**config.mk**
```make
export PLATFORM = sky130hd
export DESIGN_NAME = sdcr_regs
export DESIGN_NICKNAME = d
export VERILOG_FILES = /design/src/core/sdcr_pkg.sv /design/src/core/sdcr_regs.sv
export SDC_FILE = /design/constraint.sdc
export NUM_CORES = 1
export LEC_CHECK = 0
export BUFFER_PORTS_ARGS = -buffer_cell sky130_fd_sc_hd__buf_2
export CAP_MARGIN = 20
export CORE_UTILIZATION = 50
export DETAILED_ROUTE_END_ITERATION = 10
export PLACE_DENSITY = 0.65
export SLEW_MARGIN = 25
export SYNTH_ARGS = -nofsm -noshare
export SYNTH_HDL_FRONTEND = slang
export SYNTH_SLANG_ARGS = --single-unit
```
**constraint.sdc**
```tcl
create_clock -name REF_CLK -period 7.41 [get_ports REF_CLK]
set_input_delay 0.3705 -clock REF_CLK [delete_from_list [all_inputs] [get_ports REF_CLK]]
set_output_delay 0.3705 -clock REF_CLK [all_outputs]
set_load 0.005 [all_outputs]
```
**src/core/sdcr_pkg.sv**
```systemverilog
// constants, field layouts and bus carriers for the divider config registers
// assumes: 32-bit apb, one aligned word per register index
package sdcr_pkg;

    // ************************************************************
    // register indices, byte address is four times the index
    // ************************************************************
    localparam logic [2:0] IDX_RF_FB   = 3'h0;
    localparam logic [2:0] IDX_RF_REF  = 3'h1;
    localparam logic [2:0] IDX_RF_CTRL = 3'h2;
    localparam logic [2:0] IDX_IF_N    = 3'h4;
    localparam logic [2:0] IDX_IF_REF  = 3'h5;
    localparam logic [2:0] IDX_PROG    = 3'h6;
    localparam logic [2:0] IDX_STATUS  = 3'h7;
    localparam int         ADDR_W      = 8;
    localparam int         WORD_W      = 24;

    // ************************************************************
    // field positions
    // ************************************************************
    localparam int SEL_MSB      = 2;
    localparam int FB_FRACTION_NUMERATOR_LSB  = 3;
    localparam int FRACTION_NUMERATOR_W       = 12;
    localparam int FB_INT_LSB   = 15;
    localparam int INT_W        = 8;
    localparam int RR_MOD_LSB   = 3;
    localparam int RR_CNT_LSB   = 15;
    localparam int RR_CNT_W     = 4;
    localparam int RR_DBL_BIT   = 19;
    localparam int RC_NS_HI     = 15;
    localparam int RC_NS_MID    = 11;
    localparam int RC_NS_LO     = 6;
    localparam int RC_W         = 16;
    localparam int IR_CNT_LSB   = 3;
    localparam int IR_CNT_W     = 15;
    localparam int IR_DBL_BIT   = 18;
    localparam int IR_W         = 19;
    localparam int IN_A_LSB     = 3;
    localparam int IN_A_W       = 6;
    localparam int IN_B_LSB     = 9;
    localparam int IN_B_W       = 12;
    localparam int IN_P_LSB     = 21;
    localparam int IN_N_W       = 19;
    localparam int IN_P_SHIFT   = 3;

    // ************************************************************
    // noise and spur codes
    // ************************************************************
    localparam logic [2:0] NS_LOW_SPUR  = 3'h0;
    localparam logic [2:0] NS_BALANCED  = 3'h1;
    localparam logic [2:0] NS_LOW_NOISE = 3'h7;
    localparam logic [14:0] LFSR_SEED   = 15'h0001;

    typedef struct packed {
        logic              psel;
        logic              penable;
        logic              pwrite;
        logic [ADDR_W-1:0] paddr;
        logic [31:0]       pwdata;
    } sdcr_apb_req_t;

    typedef struct packed {
        logic [31:0] prdata;
        logic        pready;
        logic        pslverr;
    } sdcr_apb_rsp_t;

endpackage

```
**src/core/sdcr_regs.sv**
```systemverilog
// configuration registers and reference/feedback dividers of a synthesizer
// assumes: apb master on REF_CLK, pins sampled into REF_CLK domain
// How it works
// if feedback divide equals main count times prescaler plus swallow count
// host keeps main count at least swallow count for contiguous values
// if reference word is 19 bits: doubler, 15-bit count, select 101
// word with select 000 loads the rf feedback register
// 8-bit integer field sets integer part of rf feedback division
// 12-bit fraction field is the interpolator numerator
// host keeps fraction numerator not above the modulus
// word with select 001 loads the rf reference register
// prescaler with integer, fraction and modulus forms rf feedback division; here no prescaler, divides by integer plus carry
// rf doubler bit doubles reference before the 4-bit counter
// doubler off uses falling edges only, on uses both edges
// rf reference counter divides by 1 through 15
// 12-bit modulus field sets the fractional modulus
// word with select 010 loads the rf_control
// host writes control bits 15 to 11 as zero at start
// noise code 000 selects lowest spur with dither on
// noise code 001 selects balanced mode with dither off
// noise code 111 selects lowest noise, dither off, charge pump optimum
// word with select 101 loads the if reference register
// if reference counter divides by 1 through 32767
// a register changes only when a whole word is taken
// host writes no other noise codes
`timescale 1ns/1ps

// ****************************************************************
// divide-by-ratio counter on an input tick
// ****************************************************************
module sdcr_div #(
    parameter int W = 4
) (
    input  wire logic         clk,
    input  wire logic         rst_n,
    input  wire logic         tick,
    input  wire logic [W-1:0] ratio,
    output logic              pulse
);
    logic [W-1:0] cnt_q;
    logic [W-1:0] cnt_d;
    logic         pulse_q;
    logic         pulse_d;

    always_comb
    begin
        cnt_d   = cnt_q;
        pulse_d = 1'b0;
        if (tick)
        begin
            // ratio 0 behaves as 1
            pulse_d = (ratio <= W'(1)) || (cnt_q >= ratio - W'(1));
            cnt_d   = pulse_d ? '0 : cnt_q + W'(1);
        end
    end

    always_ff @(posedge clk or negedge rst_n)
    begin
        if (!rst_n)
        begin
            cnt_q   <= '0;
            pulse_q <= 1'b0;
        end
        else
        begin
            cnt_q   <= cnt_d;
            pulse_q <= pulse_d;
        end
    end

    assign pulse = pulse_q;
endmodule // sdcr_div

// ****************************************************************
// top: apb slave, registers and dividers
// ****************************************************************
module sdcr_regs (
    // clock and reset
    input  wire logic                   REF_CLK,
    input  wire logic                   RESET_N,
    // register bus
    input  wire sdcr_pkg::sdcr_apb_req_t APB_REQ,
    output sdcr_pkg::sdcr_apb_rsp_t      APB_RSP,
    // pins
    input  wire logic                   REFERENCE_INPUT,
    input  wire logic                   RF_INPUT,
    input  wire logic                   IF_INPUT,
    // detector clocks
    output logic                        RF_PFD_REF,
    output logic                        RF_PFD_FB,
    output logic                        IF_PFD_REF,
    output logic                        IF_PFD_FB,
    // mode outputs
    output logic                        DITHER_EN,
    output logic                        CP_LOW_NOISE
);
    import sdcr_pkg::*;

    // ************************************************************
    // pin synchronisers and edge detect
    // ************************************************************
    logic [2:0] ref_q;
    logic [2:0] rfin_q;
    logic [2:0] ifin_q;

    always_ff @(posedge REF_CLK or negedge RESET_N)
    begin
        if (!RESET_N)
        begin
            ref_q  <= '0;
            rfin_q <= '0;
            ifin_q <= '0;
        end
        else
        begin
            ref_q  <= {ref_q[1:0], REFERENCE_INPUT};
            rfin_q <= {rfin_q[1:0], RF_INPUT};
            ifin_q <= {ifin_q[1:0], IF_INPUT};
        end
    end

    logic ref_rise;
    logic ref_fall;
    logic rf_in_tick;
    logic if_in_tick;
    assign ref_rise   = ref_q[1] & ~ref_q[2];
    assign ref_fall   = ~ref_q[1] & ref_q[2];
    assign rf_in_tick = rfin_q[1] & ~rfin_q[2];
    assign if_in_tick = ifin_q[1] & ~ifin_q[2];

    // ************************************************************
    // apb slave and register file
    // ************************************************************
    logic [WORD_W-1:0] rf_fb_q,   rf_fb_d;
    logic [WORD_W-1:0] rf_ref_q,  rf_ref_d;
    logic [RC_W-1:0]   rf_ctrl_q, rf_ctrl_d;
    logic [WORD_W-1:0] if_n_q,    if_n_d;
    logic [IR_W-1:0]   if_ref_q,  if_ref_d;
    sdcr_apb_rsp_t     rsp_q,     rsp_d;
    logic [31:0]       status;

    // returns {accepted, target index}
    function automatic logic [3:0] decode(input sdcr_apb_req_t r);
        logic [2:0] idx;
        logic [2:0] sel;
        logic       ok;
        idx = r.paddr[4:2];
        // the program word dispatches a write by its own select bits
        sel = (r.pwrite && idx == IDX_PROG) ? r.pwdata[SEL_MSB:0] : idx;
        ok  = (r.paddr[ADDR_W-1:5] == '0) && (sel != 3'h3);
        if (r.pwrite)
            ok = ok && (sel < IDX_PROG) && (r.pwdata[SEL_MSB:0] == sel);
        return {ok, sel};
    endfunction

    logic [3:0] dec;
    logic       acc_ph;
    assign dec    = decode(APB_REQ);
    assign acc_ph = APB_REQ.psel & APB_REQ.penable & rsp_q.pready;

    always_comb
    begin
        rf_fb_d   = rf_fb_q;
        rf_ref_d  = rf_ref_q;
        rf_ctrl_d = rf_ctrl_q;
        if_n_d    = if_n_q;
        if_ref_d  = if_ref_q;
        rsp_d     = '0;
        if (APB_REQ.psel && !APB_REQ.penable)
        begin
            rsp_d.pready  = 1'b1;
            rsp_d.pslverr = ~dec[3];
            if (dec[3] && !APB_REQ.pwrite)
            begin
                case (APB_REQ.paddr[4:2])
                    IDX_RF_FB:   rsp_d.prdata = 32'(rf_fb_q);
                    IDX_RF_REF:  rsp_d.prdata = 32'(rf_ref_q);
                    IDX_RF_CTRL: rsp_d.prdata = 32'(rf_ctrl_q);
                    IDX_IF_N:    rsp_d.prdata = 32'(if_n_q);
                    IDX_IF_REF:  rsp_d.prdata = 32'(if_ref_q);
                    IDX_STATUS:  rsp_d.prdata = status;
                    default:     rsp_d.prdata = '0;
                endcase
            end
        end
        // whole word taken in one edge only
        if (acc_ph && APB_REQ.pwrite && dec[3])
        begin
            case (dec[2:0])
                IDX_RF_FB:   rf_fb_d   = APB_REQ.pwdata[WORD_W-1:0];
                IDX_RF_REF:  rf_ref_d  = APB_REQ.pwdata[WORD_W-1:0];
                IDX_RF_CTRL: rf_ctrl_d = APB_REQ.pwdata[RC_W-1:0];
                IDX_IF_N:    if_n_d    = APB_REQ.pwdata[WORD_W-1:0];
                IDX_IF_REF:  if_ref_d  = APB_REQ.pwdata[IR_W-1:0];
                default:     rf_fb_d   = rf_fb_q;
            endcase
        end
    end

    always_ff @(posedge REF_CLK or negedge RESET_N)
    begin
        if (!RESET_N)
        begin
            rf_fb_q   <= '0;
            rf_ref_q  <= '0;
            rf_ctrl_q <= '0;
            if_n_q    <= '0;
            if_ref_q  <= '0;
            rsp_q     <= '0;
        end
        else
        begin
            rf_fb_q   <= rf_fb_d;
            rf_ref_q  <= rf_ref_d;
            rf_ctrl_q <= rf_ctrl_d;
            if_n_q    <= if_n_d;
            if_ref_q  <= if_ref_d;
            rsp_q     <= rsp_d;
        end
    end

    assign APB_RSP = rsp_q;

    // ************************************************************
    // field extraction
    // ************************************************************
    logic [INT_W-1:0]    int_val;
    logic [FRACTION_NUMERATOR_W-1:0]   fraction_numerator_val;
    logic [FRACTION_NUMERATOR_W-1:0]   mod_val;
    logic [RR_CNT_W-1:0] rf_r_val;
    logic [IR_CNT_W-1:0] if_r_val;
    logic [2:0]          ns_code;
    logic [IN_N_W-1:0]   if_n_val;

    assign int_val  = rf_fb_q[FB_INT_LSB +: INT_W];
    assign fraction_numerator_val = rf_fb_q[FB_FRACTION_NUMERATOR_LSB +: FRACTION_NUMERATOR_W];
    assign mod_val  = rf_ref_q[RR_MOD_LSB +: FRACTION_NUMERATOR_W];
    assign rf_r_val = rf_ref_q[RR_CNT_LSB +: RR_CNT_W];
    assign if_r_val = if_ref_q[IR_CNT_LSB +: IR_CNT_W];
    assign ns_code  = {rf_ctrl_q[RC_NS_HI], rf_ctrl_q[RC_NS_MID],
                       rf_ctrl_q[RC_NS_LO]};
    // main count times prescaler modulus plus swallow count
    assign if_n_val = (IN_N_W'(if_n_q[IN_B_LSB +: IN_B_W])
                       << (IN_P_SHIFT + 32'(if_n_q[IN_P_LSB +: 2])))
                      + IN_N_W'(if_n_q[IN_A_LSB +: IN_A_W]);

    // ************************************************************
    // reference dividers and if feedback divider
    // ************************************************************
    logic rf_ref_tick;
    logic if_ref_tick;
    // doubler off: falling edge only, on: both edges
    assign rf_ref_tick = rf_ref_q[RR_DBL_BIT] ? (ref_rise | ref_fall)
                                              : ref_fall;
    assign if_ref_tick = if_ref_q[IR_DBL_BIT] ? (ref_rise | ref_fall)
                                              : ref_fall;

    sdcr_div #(.W(RR_CNT_W)) u_rf_ref (
        .clk   (REF_CLK),
        .rst_n (RESET_N),
        .tick  (rf_ref_tick),
        .ratio (rf_r_val),
        .pulse (RF_PFD_REF)
    );

    sdcr_div #(.W(IR_CNT_W)) u_if_ref (
        .clk   (REF_CLK),
        .rst_n (RESET_N),
        .tick  (if_ref_tick),
        .ratio (if_r_val),
        .pulse (IF_PFD_REF)
    );

    sdcr_div #(.W(IN_N_W)) u_if_fb (
        .clk   (REF_CLK),
        .rst_n (RESET_N),
        .tick  (if_in_tick),
        .ratio (if_n_val),
        .pulse (IF_PFD_FB)
    );

    // ************************************************************
    // rf fractional feedback divider
    // ************************************************************
    logic [INT_W:0]    fcnt_q,  fcnt_d;
    logic [FRACTION_NUMERATOR_W-1:0] facc_q,  facc_d;
    logic              carry_q, carry_d;
    logic              fbp_q,   fbp_d;
    logic [14:0]       lfsr_q,  lfsr_d;
    logic              dith_q,  dith_d;
    logic              lown_q,  lown_d;
    logic [FRACTION_NUMERATOR_W:0]   sum;
    logic [INT_W:0]    n_now;

    assign n_now = {1'b0, int_val} + (INT_W+1)'(carry_q);

    always_comb
    begin
        fcnt_d  = fcnt_q;
        facc_d  = facc_q;
        carry_d = carry_q;
        fbp_d   = 1'b0;
        lfsr_d  = lfsr_q;
        // dither nudges the numerator lsb with pseudo-random bits
        sum     = {1'b0, facc_q} + {1'b0, fraction_numerator_val ^
                  FRACTION_NUMERATOR_W'(dith_q & lfsr_q[0])};
        dith_d  = (ns_code == NS_LOW_SPUR);
        lown_d  = (ns_code == NS_LOW_NOISE);
        if (rf_in_tick)
        begin
            fbp_d  = (n_now <= (INT_W+1)'(1))
                     || (fcnt_q >= n_now - (INT_W+1)'(1));
            fcnt_d = fbp_d ? '0 : fcnt_q + (INT_W+1)'(1);
        end
        // cycle end: pick next divide value (integer plus carry) from interpolator carry
        if (fbp_d)
        begin
            lfsr_d  = {lfsr_q[13:0], lfsr_q[14] ^ lfsr_q[13]};
            carry_d = (mod_val != '0) && (sum >= {1'b0, mod_val});
            facc_d  = carry_d ? FRACTION_NUMERATOR_W'(sum - {1'b0, mod_val})
                              : FRACTION_NUMERATOR_W'(sum);
        end
    end

    always_ff @(posedge REF_CLK or negedge RESET_N)
    begin
        if (!RESET_N)
        begin
            fcnt_q  <= '0;
            facc_q  <= '0;
            carry_q <= 1'b0;
            fbp_q   <= 1'b0;
            lfsr_q  <= LFSR_SEED;
            dith_q  <= 1'b0;
            lown_q  <= 1'b0;
        end
        else
        begin
            fcnt_q  <= fcnt_d;
            facc_q  <= facc_d;
            carry_q <= carry_d;
            fbp_q   <= fbp_d;
            lfsr_q  <= lfsr_d;
            dith_q  <= dith_d;
            lown_q  <= lown_d;
        end
    end

    assign RF_PFD_FB    = fbp_q;
    assign DITHER_EN    = dith_q;
    assign CP_LOW_NOISE = lown_q;

    // status: accumulator, carry, modes, numerator above modulus
    assign status = {16'h0000, fraction_numerator_val > mod_val, lown_q, dith_q,
                     carry_q, facc_q};
endmodule // sdcr_regs
```
==> results.py <==
metrics = {
    "outcome": {
        "outcome": "completed",
    },
    "floorplanning": {
        "rows": 61,
        "die_y_um": 171,
        "dieArea_um2": 29300,
        "initial_core_util_pct": 51.2,
        "die_w_um": 171,
        "ios": 88,
        "core_um2": 27900,
    },
    "detailed_routing": {
        "drt_wl_total_um": 35100,
        "drtIter0Drc": 654,
        "firstDrtPassIters": 5,
        "routed-via-count": 11072,
        "viasPerCell": 5.90,
        "antenna_left": 0,
        "wire_per_inst_um": 18.7,
        "drc": 0,
    },
    "synthesis": {
        "synth_cell_type_count": 82,
        "yosysSeqAreaShare_pct": 39.0,
        "synthArstFlopShare_pct": 100,
        "netlist_area_um2": 14300,
        "ys_warn_count": 0,
        "synth.avg_cell_area_um2": 10.1,
        "ys_ff_latch": 223,
        "synthFlopType": "dfrtp_1",
        "synth_edf_count": 0,
        "syn_inst": 1423,
    },
    "pwr": {
        "seqPwrFrac_pct": 39.6,
        "power.leakage_nw": 7.59,
        "power_mw": 3.49,
        "p_clk_share_pct": 36.9,
        "power_density_nw_per_um2": 220,
        "internal_power_mw": 2.45,
        "irDropWorstVdd_uv": 188,
        "p_switching_mw": 1.04,
        "share_comb_of_total_power_pct": 23.5,
        "swShare_pct": 29.7,
    },
    "placed_design": {
        "place_congestion": 0.871,
        "dp_hpwl_um": 25500,
        "io_buffers": 69,
    },
    "layout": {
        "num-nets-final": 1634,
        "layout_commonest_cell": "dfrtp_1",
        "num-fill-cells": 2516,
        "area_growth_pct": 10.8,
        "drive_above_1_share_pct": 18.4,
        "layout_common_cells": "dfrtp_1 (222), mux2_2 (117), nor2_1 (116)",
    },
    "timing": {
        "tightest_slew_ps": 999,
        "fmax_mhz": 153,
        "fin_crit_sh_pct": 88.3,
        "setup_tns_ps": 0,
        "rsz0062_at_grt": "no",
        "timing.final.crit_period_ps": 6540,
        "skew_ps": 10.0,
        "setup_viol": 0,
        "relSlewSlack_pct": 33.4,
        "finalHoldViolCount": 0,
        "slew_violations": 0,
    },
    "min_path": {
        "min_path_type": "in2reg",
    },
    "worst_setup_path": {
        "path_class": "reg2reg",
        "worstSetupStartpoint": "if_n_q[21]",
        "rr_startpoint": "if_n_q[21]",
        "crit_path_start_kind": "register",
        "critPathCaptureType": "register",
        "cp_slowest_cell": "o31ai_1",
        "crit_path_end": "u_if_fb.cnt_q[14]",
        "max_stage_delay_ps": 770,
        "cp_cell_sequence": "inv_2, ha_1, mux2_2, nand2_1, o21ai_0, and2_1, ha_1, o21ai_0, nor2_1, o31ai_2, nor4b_2, nand2_1, nor3_1, o31a_1, o21ai_0, xnor2_1, ha_1, a2111o_1, o31ai_1, a31oi_4, nor2_1",
        "r2r_end": "u_if_fb.cnt_q[14]",
        "crit_arrival_ps": 6990,
        "crit_fanout": 19,
        "timing.reg2reg.setup_slack_ps": 870,
        "rr_worst_depth": 21,
        "cp.required_ps": 7860,
    },
    "cts": {
        "cts_buffer_depth": 3,
        "cts_sinks": 223,
        "cts_buffers": 25,
        "cts_resized": 0,
        "cts_setup_buffers": 0,
        "cts_tree": "yes",
        "insertion_delay_ps": 530,
        "path_clk_slew_ps": 60,
        "htreeDepth": 1,
        "root_buffer": "clkbuf_16",
    },
    "global_route": {
        "overflow": 0,
        "antenna_found_initial": 1,
        "grt_pass1_wl_um": 57000,
        "grt_pass1_vias": 10770,
        "grt_max_degree": 120,
        "grt.total_usage_pct": 24.8,
    },
    "job": {
        "maxCapViolCount": 0,
    },
}
cell families (layout without fill, tap and decap cells):
group           Yosys count  count (layout)  synth area share (%)
xor+xnor                 99              99                  6.06
fa+ha+maj               108             108                  9.60
flops                   223             223                  39.0
buf+inv                 123             190                  3.82
mux                     157             157                  12.5
compound gates          296             296                  14.1
other cells               1               9                0.0262
simple gates            416             416                  14.8
per-layer routing:
layer  up-vias  track usage, %  part of all wire, %
li1       5292               -                    -
met1      5479            34.4                   46
met2       246            41.0                   48
met3        55            2.50                  3.9
met4         0            6.79                  2.5
met5         -               0                    0
worst max-delay path, delay by kind of cell, from the launching register on:
| kind | cells | cell delay [ps] |
|---|---|---|
| simple gates | 7 | 1860 |
| xor+xnor | 1 | 150 |
| mux | 1 | 410 |
| buf+inv | 1 | 280 |
| flops | 1 | 380 |
| compound gates | 8 | 2320 |
| fa+ha+maj | 3 | 1050 |
cells in the mapped netlist (33+ instances only):
cell / n / area share (%)
mux2i_1: 33 / 2.3
nand2_1: 70 / 1.8
nor2_1: 116 / 3.0
xor2_1: 43 / 2.6
xnor2_1: 56 / 3.4
a21oi_1: 70 / 2.4
nor3_1: 39 / 1.4
clkbuf_1: 35 / 0.92
dfrtp_1: 222 / 39
inv_1: 54 / 1.4
o21ai_0: 37 / 1.3
a22oi_1: 52 / 2.7
mux2_2: 117 / 9.2
ha_1: 105 / 9.2
nand3_1: 42 / 1.5
sequential cells by signal, indices dropped and copies added, names as in the netlist, 3 cells and up:
signal          count
ref_q               3
rf_ctrl_q          16
rf_fb_q            24
u_if_fb.cnt_q      19
if_ref_q           19
lfsr_q             15
rfin_q              3
ifin_q              3
u_rf_ref.cnt_q      4
u_if_ref.cnt_q     15
APB_RSP            26
if_n_q             24
fcnt_q              9
facc_q             12
rf_ref_q           24
area by class of cell:
type | count | area, um2 | area share (%)
sequential | 223 | 5580 | 35.2
clock buffer | 39 | 738 | 4.66
antenna | 1 | 2.50 | 0.0158
clock inverter | 7 | 118 | 0.742
multi-input combinational | 1084 | 8210 | 51.8
inverter | 56 | 210 | 1.33
timing repair buffer | 88 | 508 | 3.21
tap | 378 | 473 | 2.99
worst min path at each step:
stage / end / from / slack (ps) / cells after the start
floorplan: APB_RSP[0] / RESET_N / 70 / 0
global placement: ref_q[1] / ref_q[0] / 330 / 0
detailed placement: rfin_q[1] / rfin_q[0] / 340 / 0
CTS: APB_RSP[1] / APB_REQ[42] / 80 / 3
global route: rf_fb_q[23] / APB_REQ[23] / 100 / 2
finish: APB_RSP[1] / APB_REQ[42] / 100 / 3
power groups by stage:
stage / Combinational [mW] / Sequential, mW / Clock, mW
floorplan: 0.638 / 1.37 / 0
global placement: 0.789 / 1.40 / 0
detailed placement: 0.814 / 1.40 / 0
CTS: 0.824 / 1.38 / 1.31
global route: 0.931 / 1.39 / 1.36
finish: 0.820 / 1.38 / 1.29
metrics by stage:
step                      worst slack, ps  hold slack, ps  utilization (%)  area, um2  cells
after CTS                             838            81.8             56.7      15800   1875
final                                 867             103             56.7      15800   1876
after floorplan                      1170            74.9                -      14300   1430
after detailed placement              885             338             53.5      14900   1825
after global routing                  311            98.6             56.7      15800   1876
after global placement               1010             334             53.5      14900   1825
repair_timing:
item,CTS,global route
hold endpoints to repair,43,0
endpoints found under the setup margin,0,0
hold buffers,4,0
Note: power is estimated with default switching activity, not from simulation.
